==> config.mk <==
export PLATFORM = sky130hd
export DESIGN_NAME = pec_regs
export DESIGN_NICKNAME = d
export VERILOG_FILES = /design/src/rtl/pec_pkg.sv /design/src/rtl/pec_regs.sv
export SDC_FILE = /design/constraint.sdc
export NUM_CORES = 1
export LEC_CHECK = 0
export BUFFER_PORTS_ARGS = -buffer_cell sky130_fd_sc_hd__buf_2
export CORE_MARGIN = 2
export CORE_UTILIZATION = 58
export CTS_CLUSTER_SIZE = 16
export DETAILED_ROUTE_END_ITERATION = 12
export PLACE_DENSITY = 0.84
export SLEW_MARGIN = 30
export SYNTH_ARGS = -nofsm -noshare
export SYNTH_HDL_FRONTEND = slang
export SYNTH_SLANG_ARGS = --single-unit
export TNS_END_PERCENT = 5
==> constraint.sdc <==
create_clock -name i_clk -period 2.2 [get_ports i_clk]
set_input_delay 0.66 -clock i_clk [delete_from_list [all_inputs] [get_ports i_clk]]
set_output_delay 0.66 -clock i_clk [all_outputs]
set_load 0.05 [all_outputs]
==> src/rtl/pec_pkg.sv <==
/*
 * Package for the pin-electronics control register bank: register
 * addresses, field positions, reset values, enumerations and carriers.
 * Assumes a single 100 MHz clock domain on the register side.
 */
package pec_pkg;

    localparam int ADDR_W = 5;
    localparam int DATA_W = 16;
    localparam int NUM_CH = 2;

    // Register addresses
    localparam logic [4:0] ADDR_PIN_ENABLE = 5'h0C;
    localparam logic [4:0] ADDR_CH_STATE = 5'h0D;
    localparam logic [4:0] ADDR_MEASURE_UNIT_STATE = 5'h0E;
    localparam logic [4:0] ADDR_MEAS_OUT = 5'h0F;
    localparam logic [4:0] ADDR_DIFF_CMP = 5'h10;
    localparam logic [4:0] ADDR_DAC_MON = 5'h11;
    localparam logic [4:0] ADDR_ALM_MASK = 5'h12;
    localparam logic [4:0] ADDR_ALM_STATE = 5'h13;

    // Register widths
    localparam int W_PIN_ENABLE = 3;
    localparam int W_CH_STATE = 3;
    localparam int W_MEASURE_UNIT_STATE = 10;
    localparam int W_MEAS_OUT = 3;
    localparam int W_DAC_MON = 2;
    localparam int W_ALM_MASK = 2;
    localparam int W_ALM_STATE = 3;

    // Field positions
    localparam int PE_DRV_DISABLE = 0;
    localparam int PE_FORCE_TERM = 1;
    localparam int PIN_ENABLE_CONTROL = 2;
    localparam int CS_DRV_TERM = 0;
    localparam int CS_LOAD_EN = 1;
    localparam int CS_HV_EN = 2;
    localparam int PS_RANGE_LSB = 0;
    localparam int PS_FORCE_I = 3;
    localparam int PS_MEAS_I = 4;
    localparam int PS_CLAMP_EN = 5;
    localparam int PS_SENSE_EXT = 7;
    localparam int PS_SRC_LSB = 8;
    localparam int MO_OE = 0;
    localparam int MO_SEL_LSB = 1;
    localparam int DM_SEL = 0;
    localparam int DM_EN = 1;
    localparam int AM_OVD = 0;
    localparam int AM_PMU = 1;
    localparam int AS_OVD_LO = 0;
    localparam int AS_OVD_HI = 1;
    localparam int AS_CLAMP = 2;

    // Reset values
    localparam logic [2:0] RST_PIN_ENABLE = 3'h0;
    localparam logic [2:0] RST_CH_STATE = 3'h0;
    localparam logic [9:0] RST_MEASURE_UNIT_STATE = 10'h000;
    localparam logic [2:0] RST_MEAS_OUT = 3'h0;
    localparam logic RST_DIFF_CMP = 1'h0;
    localparam logic [1:0] RST_DAC_MON = 2'h0;
    localparam logic [1:0] RST_ALM_MASK = 2'h1;
    localparam logic [2:0] RST_ALM_SYNC = 3'h0;

    // Bit 6 of the measure unit state is reserved and never stored
    localparam logic [9:0] MEASURE_UNIT_STATE_WMASK = 10'h3BF;

    typedef enum logic [1:0] {
        PEC_SRC_GND,
        PEC_SRC_GND_2V5,
        PEC_SRC_DAC
    } pec_src_e;

    typedef enum logic [2:0] {
        PEC_RANGE_E,
        PEC_RANGE_D,
        PEC_RANGE_C,
        PEC_RANGE_B,
        PEC_RANGE_A
    } pec_range_e;

    typedef enum logic [1:0] {
        PEC_ROUTE_CH0,
        PEC_ROUTE_CH1,
        PEC_ROUTE_TEMP_GND,
        PEC_ROUTE_TEMP
    } pec_route_e;

    typedef struct packed {
        logic drv_disable;
        logic force_term;
        logic load_en;
        logic drv_term_mode;
        logic pmu_force_en;
        logic pmu_clamp_en;
        logic pmu_force_i;
        logic pmu_meas_i;
        logic pmu_sense_ext;
        pec_src_e pmu_src;
        pec_range_e pmu_range;
    } pec_chan_ctrl_s;

    typedef struct packed {
        logic clamp;
        logic ovd_hi;
        logic ovd_lo;
    } pec_alarm_s;

    typedef struct packed {
        logic wr;
        logic rd;
        logic [1:0] ch_sel;
        logic [4:0] addr;
        logic [15:0] wdata;
    } pec_reg_req_s;

endpackage

==> src/rtl/pec_regs.sv <==
/*
 * Control and status register bank of a dual-channel pin-electronics
 * device, with the decoded per-channel and shared control outputs.
 * Assumes the serial word has already been deframed upstream into a
 * one-cycle request on i_clk; analog status levels arrive asynchronously.
 */
// Functional notes
// Measure unit enable 0 disables force and clamps, forces measure-voltage.
// With unit disabled, state fields ignored except the sense path bit.
// Force-termination bit 1 drives pin to termination level.
// Driver disable bit 1 shuts driver into low leakage, 0 enables it.
// High-voltage select 0 keeps output low impedance, 1 enables it.
// High-voltage bit acts on channel 0 only; channel 1 select ignored.
// Load enable bit switches active load; driver mode picks high-Z or termination.
// Input selection 00 ground, 01 ground plus 2.5 V, 1x precision DAC.
// Force mode picks voltage or current; clamp bit enables clamps.
// Measure mode picks voltage or current; sense bit internal or external.
// Range code 0xx is range E; 100 to 111 are ranges D to A.
// Output select routes channel 0, channel 1, sensor ground, sensor.
// Measurement output enable 0 tristates the shared output.
// Shared registers accessed when either channel select bit is set.
// Differential enable puts differential comparator outputs on channel 0.
// Monitor enable bit tristates or enables the DAC monitor output.
// Monitor select routes channel 0 or channel 1 precision DAC.
// Mask bits enable the measure unit and overvoltage alarm flags.
// Clamp flag reads 1 while the measure unit is clamped.
// High overvoltage flag reads 1 above the high threshold.
// Low overvoltage flag reads 1 below the low threshold.
// Alarm state register is read only.
// Narrow registers read back zero-filled to sixteen bits.
// Select 00 changes nothing; 01 channel 0, 10 channel 1, 11 both.
// Reserved state bit 6 has no effect and reads zero.
`timescale 1ns/100ps
module pec_regs (
    // Clock and reset
    input wire logic i_clk,
    input wire logic i_rst_n,
    // Register request and read answer
    input wire pec_pkg::pec_reg_req_s i_req,
    output logic [15:0] o_rdata,
    output logic o_rd_valid,
    // Analog status levels, asynchronous
    input wire pec_pkg::pec_alarm_s [1:0] i_alarm_lvl,
    // Per-channel decoded controls
    output pec_pkg::pec_chan_ctrl_s [1:0] o_chan,
    output logic o_hv_out_en,
    // Shared controls
    output pec_pkg::pec_route_e o_meas_route,
    output logic o_meas_oe,
    output logic o_diff_cmp_en,
    output logic o_dac_mon_en,
    output logic o_dac_mon_sel,
    // Masked alarm flags
    output logic [1:0] o_pmu_alarm,
    output logic [1:0] o_ovd_alarm
);
    import pec_pkg::*;

    // Request decode
    wire any_sel = |i_req.ch_sel;
    wire hit_pe = i_req.addr == ADDR_PIN_ENABLE;
    wire hit_cs = i_req.addr == ADDR_CH_STATE;
    wire hit_ps = i_req.addr == ADDR_MEASURE_UNIT_STATE;
    wire hit_mo = i_req.addr == ADDR_MEAS_OUT;
    wire hit_dc = i_req.addr == ADDR_DIFF_CMP;
    wire hit_dm = i_req.addr == ADDR_DAC_MON;
    wire hit_am = i_req.addr == ADDR_ALM_MASK;
    wire hit_as = i_req.addr == ADDR_ALM_STATE;
    // Shared registers respond to any non-zero channel select
    wire wr_shared = i_req.wr && any_sel;
    wire wr_mo = wr_shared && hit_mo;
    wire wr_dc = wr_shared && hit_dc;
    wire wr_dm = wr_shared && hit_dm;
    // The high-voltage bit follows the channel 0 select only
    wire wr_hv = i_req.wr && i_req.ch_sel[0] && hit_cs;

    // Shared registers
    logic [2:0] meas_out_r;
    logic diff_cmp_r;
    logic [1:0] dac_mon_r;
    logic hv_en_r;

    always_ff @(posedge i_clk or negedge i_rst_n) begin
        if (!i_rst_n) begin
            meas_out_r <= RST_MEAS_OUT;
            diff_cmp_r <= RST_DIFF_CMP;
            dac_mon_r <= RST_DAC_MON;
            hv_en_r <= RST_CH_STATE[CS_HV_EN];
        end else begin
            if (wr_mo) begin
                meas_out_r <= i_req.wdata[W_MEAS_OUT-1:0];
            end
            if (wr_dc) begin
                diff_cmp_r <= i_req.wdata[0];
            end
            if (wr_dm) begin
                dac_mon_r <= i_req.wdata[W_DAC_MON-1:0];
            end
            if (wr_hv) begin
                hv_en_r <= i_req.wdata[CS_HV_EN];
            end
        end
    end

    assign o_meas_route = pec_route_e'(meas_out_r[MO_SEL_LSB +: 2]);
    assign o_meas_oe = meas_out_r[MO_OE];
    assign o_diff_cmp_en = diff_cmp_r;
    assign o_dac_mon_en = dac_mon_r[DM_EN];
    assign o_dac_mon_sel = dac_mon_r[DM_SEL];
    assign o_hv_out_en = hv_en_r;

    // Per-channel registers, read values and controls
    logic [15:0] rd_ch [NUM_CH];

    genvar ch;
    generate
        for (ch = 0; ch < NUM_CH; ch++) begin : g_ch
            wire sel = i_req.ch_sel[ch];
            wire wr_pe = i_req.wr && sel && hit_pe;
            wire wr_cs = i_req.wr && sel && hit_cs;
            wire wr_ps = i_req.wr && sel && hit_ps;
            wire wr_am = i_req.wr && sel && hit_am;

            logic [2:0] pin_en_r;
            logic [1:0] ch_state_r;
            logic [9:0] measure_unit_state_r;
            logic [1:0] alm_mask_r;
            logic [2:0] sync1_r;
            logic [2:0] sync2_r;
            logic [2:0] sync3_r;
            logic [2:0] alm_r;
            pec_chan_ctrl_s ctrl_nxt;
            pec_chan_ctrl_s ctrl_r;
            logic pmu_alm_r;
            logic ovd_alm_r;

            wire [2:0] alm_raw = {i_alarm_lvl[ch].clamp, i_alarm_lvl[ch].ovd_hi,
                                  i_alarm_lvl[ch].ovd_lo};
            // A level counts once the second and third stages agree
            wire [2:0] agree = ~(sync2_r ^ sync3_r);
            wire [2:0] alm_nxt = (agree & sync3_r) | (~agree & alm_r);
            wire pmu_on = pin_en_r[PIN_ENABLE_CONTROL];
            wire [2:0] rng = measure_unit_state_r[PS_RANGE_LSB +: 3];
            wire [1:0] src = measure_unit_state_r[PS_SRC_LSB +: 2];
            wire hv_rd = (ch == 0) ? hv_en_r : 1'b0;

            always_ff @(posedge i_clk or negedge i_rst_n) begin
                if (!i_rst_n) begin
                    pin_en_r <= RST_PIN_ENABLE;
                    ch_state_r <= RST_CH_STATE[1:0];
                    measure_unit_state_r <= RST_MEASURE_UNIT_STATE;
                    alm_mask_r <= RST_ALM_MASK;
                end else begin
                    if (wr_pe) begin
                        pin_en_r <= i_req.wdata[W_PIN_ENABLE-1:0];
                    end
                    if (wr_cs) begin
                        ch_state_r <= i_req.wdata[1:0];
                    end
                    if (wr_ps) begin
                        // Reserved bit is dropped here so it reads zero
                        measure_unit_state_r <= i_req.wdata[9:0] & MEASURE_UNIT_STATE_WMASK;
                    end
                    if (wr_am) begin
                        alm_mask_r <= i_req.wdata[W_ALM_MASK-1:0];
                    end
                end
            end

            // Status synchroniser; the state register has no write path
            always_ff @(posedge i_clk or negedge i_rst_n) begin
                if (!i_rst_n) begin
                    sync1_r <= RST_ALM_SYNC;
                    sync2_r <= RST_ALM_SYNC;
                    sync3_r <= RST_ALM_SYNC;
                    alm_r <= RST_ALM_SYNC;
                end else begin
                    sync1_r <= alm_raw;
                    sync2_r <= sync1_r;
                    sync3_r <= sync2_r;
                    alm_r <= alm_nxt;
                end
            end

            // Control decode
            always_comb begin
                ctrl_nxt = '0;
                ctrl_nxt.drv_disable = pin_en_r[PE_DRV_DISABLE];
                ctrl_nxt.force_term = pin_en_r[PE_FORCE_TERM];
                ctrl_nxt.load_en = ch_state_r[CS_LOAD_EN];
                ctrl_nxt.drv_term_mode = ch_state_r[CS_DRV_TERM];
                // Sense path stays live even with the unit disabled
                ctrl_nxt.pmu_sense_ext = measure_unit_state_r[PS_SENSE_EXT];
                ctrl_nxt.pmu_src = PEC_SRC_GND;
                ctrl_nxt.pmu_range = PEC_RANGE_E;
                ctrl_nxt.pmu_force_en = pmu_on;
                if (pmu_on) begin
                    ctrl_nxt.pmu_clamp_en = measure_unit_state_r[PS_CLAMP_EN];
                    ctrl_nxt.pmu_force_i = measure_unit_state_r[PS_FORCE_I];
                    ctrl_nxt.pmu_meas_i = measure_unit_state_r[PS_MEAS_I];
                    case (src)
                        2'h0: ctrl_nxt.pmu_src = PEC_SRC_GND;
                        2'h1: ctrl_nxt.pmu_src = PEC_SRC_GND_2V5;
                        default: ctrl_nxt.pmu_src = PEC_SRC_DAC;
                    endcase
                    case (rng)
                        3'h4: ctrl_nxt.pmu_range = PEC_RANGE_D;
                        3'h5: ctrl_nxt.pmu_range = PEC_RANGE_C;
                        3'h6: ctrl_nxt.pmu_range = PEC_RANGE_B;
                        3'h7: ctrl_nxt.pmu_range = PEC_RANGE_A;
                        default: ctrl_nxt.pmu_range = PEC_RANGE_E;
                    endcase
                end
            end

            always_ff @(posedge i_clk or negedge i_rst_n) begin
                if (!i_rst_n) begin
                    ctrl_r <= '0;
                    pmu_alm_r <= 1'b0;
                    ovd_alm_r <= 1'b0;
                end else begin
                    ctrl_r <= ctrl_nxt;
                    pmu_alm_r <= alm_mask_r[AM_PMU] & alm_r[AS_CLAMP];
                    ovd_alm_r <= alm_mask_r[AM_OVD] & (alm_r[AS_OVD_HI] | alm_r[AS_OVD_LO]);
                end
            end

            assign o_chan[ch] = ctrl_r;
            assign o_pmu_alarm[ch] = pmu_alm_r;
            assign o_ovd_alarm[ch] = ovd_alm_r;

            // Read values, upper bits zero-filled
            assign rd_ch[ch] =
                hit_pe ? {13'h0000, pin_en_r} :
                hit_cs ? {13'h0000, hv_rd, ch_state_r} :
                hit_ps ? {6'h00, measure_unit_state_r} :
                hit_am ? {14'h0000, alm_mask_r} :
                hit_as ? {13'h0000, alm_r} : 16'h0000;
        end
    endgenerate

    // Read path: channel 0 answers when both selects are set
    wire hit_shared = hit_mo || hit_dc || hit_dm;
    wire [15:0] rd_shared = hit_mo ? {13'h0000, meas_out_r} :
                            hit_dc ? {15'h0000, diff_cmp_r} :
                            hit_dm ? {14'h0000, dac_mon_r} : 16'h0000;
    wire [15:0] rd_sel = !any_sel ? 16'h0000 :
                         hit_shared ? rd_shared :
                         i_req.ch_sel[0] ? rd_ch[0] : rd_ch[1];

    logic [15:0] rdata_r;
    logic rd_valid_r;

    always_ff @(posedge i_clk or negedge i_rst_n) begin
        if (!i_rst_n) begin
            rdata_r <= 16'h0000;
            rd_valid_r <= 1'b0;
        end else begin
            rd_valid_r <= i_req.rd;
            if (i_req.rd) begin
                rdata_r <= rd_sel;
            end
        end
    end

    assign o_rdata = rdata_r;
    assign o_rd_valid = rd_valid_r;

endmodule

==> impl_metrics.yaml, run 1 <==
final_layout:
  area_growth_pct: 16.7
  fin_cells: 483
  diodes: 0
  final_nets: 417
  drive_gt1_share_pct: 37.5
  postLayoutCoreUtil_pct: 70.0
  fillers: 483
global_routing:
  grt_pass1_wl_um: 12400
  grt.total_usage_pct: 21.6
  gr-total-overflow: 0
  antenna_found_initial: 0
  grt_max_degree: 36
  grt_pass1_vias: 2497
pwr:
  power.static_leakage_nw: 2.39
  switchingPower_mw: 1.26
  switching_share_pct: 30.2
  power.density_nw_per_um2: 873
  clock_power_share_pct: 27.3
  p_int_mw: 2.90
  seqPwrFrac_pct: 54.2
  ir_drop_uv: 530
  p_comb_share_pct: 18.5
setup_path:
  path_max_fanout: 9
  worst_ep_arrival_time_ns: 2.04
  path_delay_family: "simple AND/OR/NAND/NOR gates"
  cp_slowest_cell: "or4b_4"
  cp.required_ns: 2.45
  r2r_start: "g_ch[1].pin_en_r[2]$_DFFE_PN0P_"
  cp_cell_sequence: "buf_2 > nand2_2 > or4b_4 > nor2_8 > mux2_2"
  path_buf_inv: 1
  cpPeakStageDelay_ns: 0.59
  r2r_slack_ns: 0.86
  reg2reg_depth: 3
  path_class: "in -> reg"
  critPathLaunchType: "input pin"
  crit_path_end_kind: "register"
  worstReg2RegEnd: "o_rdata[2]$_DFFE_PN0P_"
place:
  post-dp-hpwl_um: 5530
  gp_congestion: 0.940
  port_buffers: 74
  dp.cells: 469
logic_synthesis:
  ys_seq_elements: 105
  yosys-top-cells-count: "dfrtp_1 (103), mux2_2 (37), nand2_1 (18)"
  syn-cell-area_sq_um: 4080
  synth_top_area_share_pct: 63.2
  yosys-top-cells-area: "dfrtp_1 (63%), mux2_2 (10%), mux2i_1 (2.2%)"
  ys_types: 45
  ys_seq_area_share_pct: 64.5
  synth_edf_count: 0
  yosys_warnings: 0
  synthArstFlopShare_pct: 100
  synth_flop_cell: "dfrtp_1"
  yosysTopAreaCell: "dfrtp_1"
  synthCells: 301
  avgSynthCellArea_sq_um: 13.5
  yosysMostFrequentCell: "dfrtp_1"
clock_network:
  cts_sinks: 105
  clk_latency_ns: 0.36
  hold_buffers: 0
  cts_tree: "built"
  cts_max_level: 3
  postCtsSetupBuffers: 0
  clk_path_buf_depth: 2
  cts.clk_slew.worst_paths_ns: 0.09
  numCtsBuffers: 9
  cts_root_buffer: "clkbuf_8"
  cts_resized: 0
timing:
  fmax_mhz: 557
  tns_ns: 0
  slew_violations: 0
  finalCritPeriodShare_pct: 81.7
  skew_ns: 0.00820
  rsz0062_at_grt: "no"
  hold_viol: 0
  setup_viol: 0
  whs_ns: 0.234
  fin_crit_ns: 1.80
floorplan:
  die_width_um: 87.8
  initial_core_util_pct: 60.0
  rows: 30
  ios: 89
  die-area_sq_um: 7710
  die_h_um: 87.8
  core_sq_um: 6790
routing:
  drt_iter0_drc: 160
  firstDrtPassIters: 5
  vias: 2553
  post_drt_wl_per_cell_um: 15.9
  drt-total-wl_um: 7700
  antenna_left: 0
  drc_errors: 0
  viasPerCell: 5.29
job:
  cap_violations: 0
min_path:
  hold_class: "in -> async"
run_status:
  status: "complete, no violations"
[per-layer routing]
metal  vias to the layer above  wire length (um)  GRT usage, %
met1                      1256              3510          30.3
met5                         -                 0             0
met3                        11               444          4.05
met4                         0               108          9.37
met2                        88              3630          33.6
li1                       1198                 -             -
[sequential cells by signal, summed over array words and instances (netlist names), named ones only]
name                       flops
dac_mon_r                      2
g_ch.alm_mask_r                4
g_ch.ch_state_r                4
g_ch.measure_unit_state_r     18
g_ch.ovd_alm_r                 2
g_ch.pin_en_r                  6
g_ch.pmu_alm_r                 2
g_ch.sync1_r                   6
g_ch.sync2_r                   6
g_ch.sync3_r                   6
meas_out_r                     3
o_chan                        28
o_diff_cmp_en                  1
o_hv_out_en                    1
o_rd_valid                     1
o_rdata                        9
[logic make-up after synthesis]
logic type                 after synthesis  share of synthesized area (%)
xor gates and xnor gates                 2                          0.430
AOI/OAI and AO/OA                       39                           6.48
other                                    1                         0.0920
buffers and inverters                   30                           4.08
muxes                                   48                           13.0
and+or+nand+nor                         70                           9.92
DFF                                    105                           64.5
adders and majority gates                6                           1.47
[cell usage in the layout, fill, tap and decap left out, drive strengths merged, types with 3 or more instances in the layout]
| master | instances |
|---|---|
| a21oi | 5 |
| a221oi | 3 |
| and2 | 10 |
| buf | 85 |
| clkbuf | 11 |
| conb | 7 |
| dfrtp | 103 |
| inv | 11 |
| maj3 | 6 |
| mux2 | 39 |
| mux2i | 9 |
| nand2 | 19 |
| nand3 | 5 |
| nor2 | 17 |
| nor2b | 3 |
| nor3 | 5 |
| o21a | 4 |
| o21ai | 7 |
| o22ai | 9 |
[power groups by stage]
stage / combinational (mW) / sequential, mW / clock, mW
6_report: 0.770 / 2.25 / 1.13
5_1_grt: 0.821 / 2.28 / 1.24
4_1_cts: 0.776 / 2.25 / 1.15
3_5_place_dp: 0.775 / 2.29 / 0
3_3_place_gp: 0.761 / 2.28 / 0
2_1_floorplan: 0.292 / 2.54 / 0
[cell type report]
type / instances / area [sq um] / share of cell area [%]
sequential: 105 / 2630 / 55.3
multi-input combinational: 172 / 1300 / 27.4
timing repair buffer: 85 / 480 / 10.1
clock buffer: 11 / 141 / 2.97
tap: 96 / 120 / 2.52
clock inverter: 3 / 42.5 / 0.894
inverter: 11 / 41.3 / 0.868
[worst max-delay path by stage]
stage          cells past startpoint  slack, ns                                     endpoint  startpoint
3_5_place_dp                       5       0.03  g_ch[0].measure_unit_state_r[2]$_DFFE_PN0P_   i_req[18]
6_report                           5       0.40  g_ch[0].measure_unit_state_r[1]$_DFFE_PN0P_   i_req[19]
5_1_grt                            5       0.36  g_ch[0].measure_unit_state_r[1]$_DFFE_PN0P_   i_req[19]
3_3_place_gp                       5       0.05  g_ch[0].measure_unit_state_r[1]$_DFFE_PN0P_   i_req[18]
4_1_cts                            5       0.41  g_ch[0].measure_unit_state_r[1]$_DFFE_PN0P_   i_req[18]
2_1_floorplan                      4       0.21              g_ch[0].pin_en_r[1]$_DFFE_PN0P_   i_req[20]
[per-stage QoR]
step,power (mW),setup WS [ns],instance area (sq um)
6_report,4.15,0.403,4760
3_3_place_gp,3.04,0.0480,4570
2_1_floorplan,2.83,0.212,4100
4_1_cts,4.18,0.409,4760
3_5_place_dp,3.06,0.0326,4570
5_1_grt,4.34,0.358,4760
No activity file was read; power rests on OpenSTA's default activity.
==> run 2: changes to the inputs <==
CORE_UTILIZATION = 48   (was 58)
PLACE_DENSITY = 0.75   (was 0.84)
clock period = 1.4 ns   (was 2.2 ns; I/O delays follow)
==> impl_metrics.yaml, run 2 (synthesis gave the netlist of run 1 again) <==
run_status:
  status: "finished, violations left"
  failed_checks: "negative setup slack"
routing:
  drt_iter0_drc: 69
  firstDrtPassIters: 4
  viasPerCell: 5.24
  antenna_left: 0
  drc_errors: 0
  vias: 2772
  post_drt_wl_per_cell_um: 17.0
  drt-total-wl_um: 9020
setup_path:
  r2r_slack_ns: 0.07
  cp-startpoint: "i_req[18]"
  path_depth: 5
  cp_slowest_cell: "or4b_4"
  path_delay_family: "simple AND/OR/NAND/NOR gates"
  crit_path_end_kind: "register"
  worstReg2RegEnd: "o_rdata[1]$_DFFE_PN0P_"
  path_max_fanout: 4
  path_class: "in -> reg"
  endpoint: "g_ch[1].measure_unit_state_r[4]$_DFFE_PN0P_"
  critPathLaunchType: "input pin"
  worst_ep_arrival_time_ns: 1.74
  path_buf_inv: 1
  r2r_start: "g_ch[0].measure_unit_state_r[1]$_DFFE_PN0P_"
  cpPeakStageDelay_ns: 0.63
  cp_cell_sequence: "buf_8 > nand2_4 > or4b_4 > nor2_4 > mux2_2"
  reg2reg_depth: 4
  cp.required_ns: 1.67
clock_network:
  cts_max_level: 3
  clk_path_buf_depth: 2
  clk_latency_ns: 0.38
  cts_sinks: 105
  numCtsBuffers: 9
  cts_tree: "built"
  cts.clk_slew.worst_paths_ns: 0.10
  cts_root_buffer: "clkbuf_8"
final_layout:
  largest_reg_flops: 28
  area_growth_pct: 32.5
  fillers: 608
  drive_gt1_share_pct: 46.0
  diodes: 0
  postLayoutCoreUtil_pct: 65.7
  final_cell_mix: "dfrtp_1 (103), buf_4 (55), mux2_2 (26), buf_2 (26), buf_6 (21)"
  final_common_cell: "dfrtp_1"
  fin_cells: 529
  final_nets: 452
floorplan:
  die_width_um: 96.1
  rows: 33
  die-area_sq_um: 9240
  die_h_um: 96.1
  initial_core_util_pct: 49.6
  ios: 89
  core_sq_um: 8220
pwr:
  power.static_leakage_nw: 2.64
  ir_drop_uv: 641
  power.density_nw_per_um2: 1260
timing:
  fmax_mhz: 679
  finalCritPeriodShare_pct: 105
  max_slew_margin_pct: 62.0
  worst_pin_slew_ns: 0.564
  hold_viol: 0
  whs_ns: 0.141
  setup_slack_ns: -0.0732
  rsz0062_at_grt: "yes"
  slew_violations: 0
  fin_crit_ns: 1.47
  skew_ns: 0.0163
  setup_viol: 22
global_routing:
  grt.total_usage_pct: 21.5
  antenna_found_initial: 0
  grt_max_degree: 33
  grt_pass1_vias: 2855
  grt_pass1_wl_um: 14600
  gr-total-overflow: 0
place:
  gp_congestion: 0.879
  port_buffers: 74
  dp.cells: 508
  post-dp-hpwl_um: 6440
min_path:
  hold_class: "in -> reg"
job:
  cap_violations: 0
[run 2: cell types whose count changed in the layout (fill, tap and decap cells not counted), sizes merged]
cell and change:
clkbuf +7, bufinv -1, nor2 +2, buf +24, clkinv +1, inv +3, dlygate4sd3 +1
[run 2: layer usage]
metal  wire, um  track usage [%]  vias to the layer above
met3        459             3.68                       20
met5          0                0                        -
met2       4480             35.0                       86
met1       3860             28.3                     1388
li1           -                -                     1278
met4        218             9.76                        0
[run 2: worst register-to-register path, delay by kind of cell, from the launching register on]
kind	cells	cell delay (ns)
DFF	1	0.46
AOI/OAI and AO/OA	4	0.76
[run 2: worst min-delay path by stage]
stage                              start                            to  cells after the start
after floorplan                  i_rst_n                     async pin                      0
after global routing      i_alarm_lvl[4]  g_ch[1].sync1_r[1]$_DFF_PN0_                      1
final                     i_alarm_lvl[1]  g_ch[0].sync1_r[1]$_DFF_PN0_                      1
after detailed placement         i_rst_n  g_ch[0].sync2_r[2]$_DFF_PN0_                      1
after global placement           i_rst_n  g_ch[0].sync1_r[2]$_DFF_PN0_                      1
after CTS                 i_alarm_lvl[1]  g_ch[0].sync1_r[1]$_DFF_PN0_                      1
[run 2: layout make-up]
class                      count  area [sq um]  area share, %
sequential                   105          2630           48.7
multi-input combinational    174          1440           26.6
timing repair buffer         118           975           18.0
clock buffer                  10           138           2.55
tap                          105           131           2.43
clock inverter                 6          47.5          0.880
inverter                      11          41.3          0.764
[run 2: power by group]
group	leakage [nW]	internal, mW	switching (mW)
sequential	1.35	3.34	0.216
clock	0.0937	0.715	1.06
combinational	1.19	0.580	0.916
[run 2: what timing repair did]
item,4_1_cts,5_1_grt
cloned,2,0
setup endpoints to repair,60,70
setup buffers,2,0
hold endpoints to repair,15,0
hold buffers,1,0
pin swaps,5,7
resized for setup,65,38
[run 2: metrics by stage]
stage	TNS, ns	cell area, sq um	setup WS, ns	total power [mW]
3_5_place_dp	-20.37	4850	-0.503	4.92
4_1_cts	-0.859	5290	-0.0665	6.83
6_report	-0.980	5400	-0.0732	6.83
5_1_grt	-1.56	5400	-0.0928	7.11
2_1_floorplan	-8.44	4130	-0.284	4.46
3_3_place_gp	-20.01	4850	-0.496	4.89
==> run 3: changes to the inputs <==
CORE_UTILIZATION = 54   (was 48)
PLACE_DENSITY = unset   (was 0.75)
PLACE_DENSITY_LB_ADDON = 0.05   (was unset)
clock period = 1.6 ns   (was 1.4 ns; I/O delays follow)
==> impl_metrics.yaml, run 3 (synthesis gave the netlist of run 1 again) <==
clock_network:
  postCtsSetupBuffers: 0
  cts_resized: 0
  hold_buffers: 0
  clk_latency_ns: 0.37
  cts_sinks: 105
  numCtsBuffers: 9
  clk_path_buf_depth: 2
  cts_root_buffer: "clkbuf_8"
  cts.clk_slew.worst_paths_ns: 0.11
  cts_tree: "built"
  cts_max_level: 3
final_layout:
  area_growth_pct: 23.2
  largest_reg_flops: 28
  final_cell_mix: "dfrtp_1 (103), buf_2 (73), buf_4 (41)"
  diodes: 0
  postLayoutCoreUtil_pct: 68.8
  fin_cells: 519
  drive_gt1_share_pct: 44.3
  final_common_cell: "dfrtp_1"
  fillers: 572
  final_nets: 448
floorplan:
  die_h_um: 90.9
  core_sq_um: 7290
  die-area_sq_um: 8260
  rows: 31
  ios: 89
  die_width_um: 90.9
  initial_core_util_pct: 55.9
pwr:
  power.static_leakage_nw: 2.55
  ir_drop_uv: 717
  power_mw: 5.71
  power.density_nw_per_um2: 1140
setup_path:
  critPathLaunchType: "input pin"
  cpPeakStageDelay_ns: 0.56
  cp.required_ns: 1.85
  path_class: "in -> reg"
  crit_path_end_kind: "register"
  cp_slowest_cell: "or4b_4"
  cp_cell_sequence: "buf_2 > or4b_4 > nor2_8 > mux2_2"
  worst_ep_arrival_time_ns: 1.83
  path_max_fanout: 9
global_routing:
  grt.total_usage_pct: 21.0
  antenna_found_initial: 0
  grt_pass1_vias: 2554
  grt_max_degree: 40
  gr-total-overflow: 0
  grt_pass1_wl_um: 13200
place:
  gp_congestion: 0.867
  port_buffers: 74
  dp.cells: 503
  post-dp-hpwl_um: 6160
timing:
  fin_crit_ns: 1.58
  slew_violations: 0
  skew_ns: 0.0148
  hold_viol: 0
  finalCritPeriodShare_pct: 98.7
  setup_viol: 0
  tns_ns: 0
  fmax_mhz: 633
routing:
  drc_errors: 0
  firstDrtPassIters: 4
  vias: 2672
  antenna_left: 0
  viasPerCell: 5.15
  drt-total-wl_um: 8280
  drt_iter0_drc: 140
  post_drt_wl_per_cell_um: 16.0
job:
  cap_violations: 0
min_path:
  hold_class: "in -> async"
run_status:
  status: "complete, no violations"
run 3: cell types whose count changed in the layout (fill, tap and decap cells not counted), sizes merged:
cell / previous run / this run
clkinv: 2 / 3
buf: 109 / 116
clkbuf: 18 / 9
dlygate4sd3: 1 / 0
nor2: 19 / 17
run 3: final cells by class:
cell class	instances	area, sq um	area share (%)
Sequential cell	105	2630	52.4
Clock inverter	7	52.6	1.05
Inverter	11	41.3	0.823
Multi-Input combinational cell	172	1340	26.6
Timing Repair Buffer	116	713	14.2
Clock buffer	9	124	2.47
Tap cell	99	124	2.47
run 3: final timing paths:
| path | cells after the start | slack [ns] | start | endpoint |
|---|---|---|---|---|
| worst max register to register | 5 | 0.27 | g_ch[1].measure_unit_state_r[1]$_DFFE_PN0P_ | o_rdata[1]$_DFFE_PN0P_ |
| worst max-delay path | 4 | 0.02 | i_req[17] | g_ch[0].measure_unit_state_r[1]$_DFFE_PN0P_ |
| min in group i_clk | 1 | 0.21 | i_alarm_lvl[5] | g_ch[1].sync1_r[2]$_DFF_PN0_ |
| max in group asynchronous | 2 | 1.19 | i_rst_n | g_ch[1].pmu_alm_r$_DFF_PN0_ |
| worst min register to register | 0 | 0.36 | g_ch[1].sync1_r[0]$_DFF_PN0_ | g_ch[1].sync2_r[0]$_DFF_PN0_ |
| worst min-delay path | 2 | 0.07 | i_rst_n | o_chan[4]$_DFF_PN0_ |
run 3: per-layer routing:
layer  track usage [%]  vias to the layer above  share of wire, %
li1                  -                     1269                 -
met1              30.9                     1321                47
met2              31.7                       74                47
met3              3.17                        8               4.8
met4              8.33                        0               1.4
met5                 0                        -                 0
run 3: critical path: cells and delay by family:
kind / cells / cell delay (ns)
AND/OR/NAND/NOR: 2 / 0.79
multiplexers: 1 / 0.35
buffers and inverters: 1 / 0.19
run 3: per-stage QoR:
step	hold slack (ns)	worst slack (ns)	instance area [sq um]
finish	0.0662	0.0209	5020
global route	0.0801	-0.00630	5020
CTS	0.0752	0.0297	5000
detailed placement	0.335	-0.363	4820
global placement	0.334	-0.348	4820
floorplan	0.184	-0.144	4110
run 3: report_power, final:
part	switching (mW)	internal (mW)	leakage, nW
registers	0.169	2.92	1.35
logic	0.764	0.362	1.11
clock network	0.913	0.580	0.0904
total	1.85	3.86	2.55
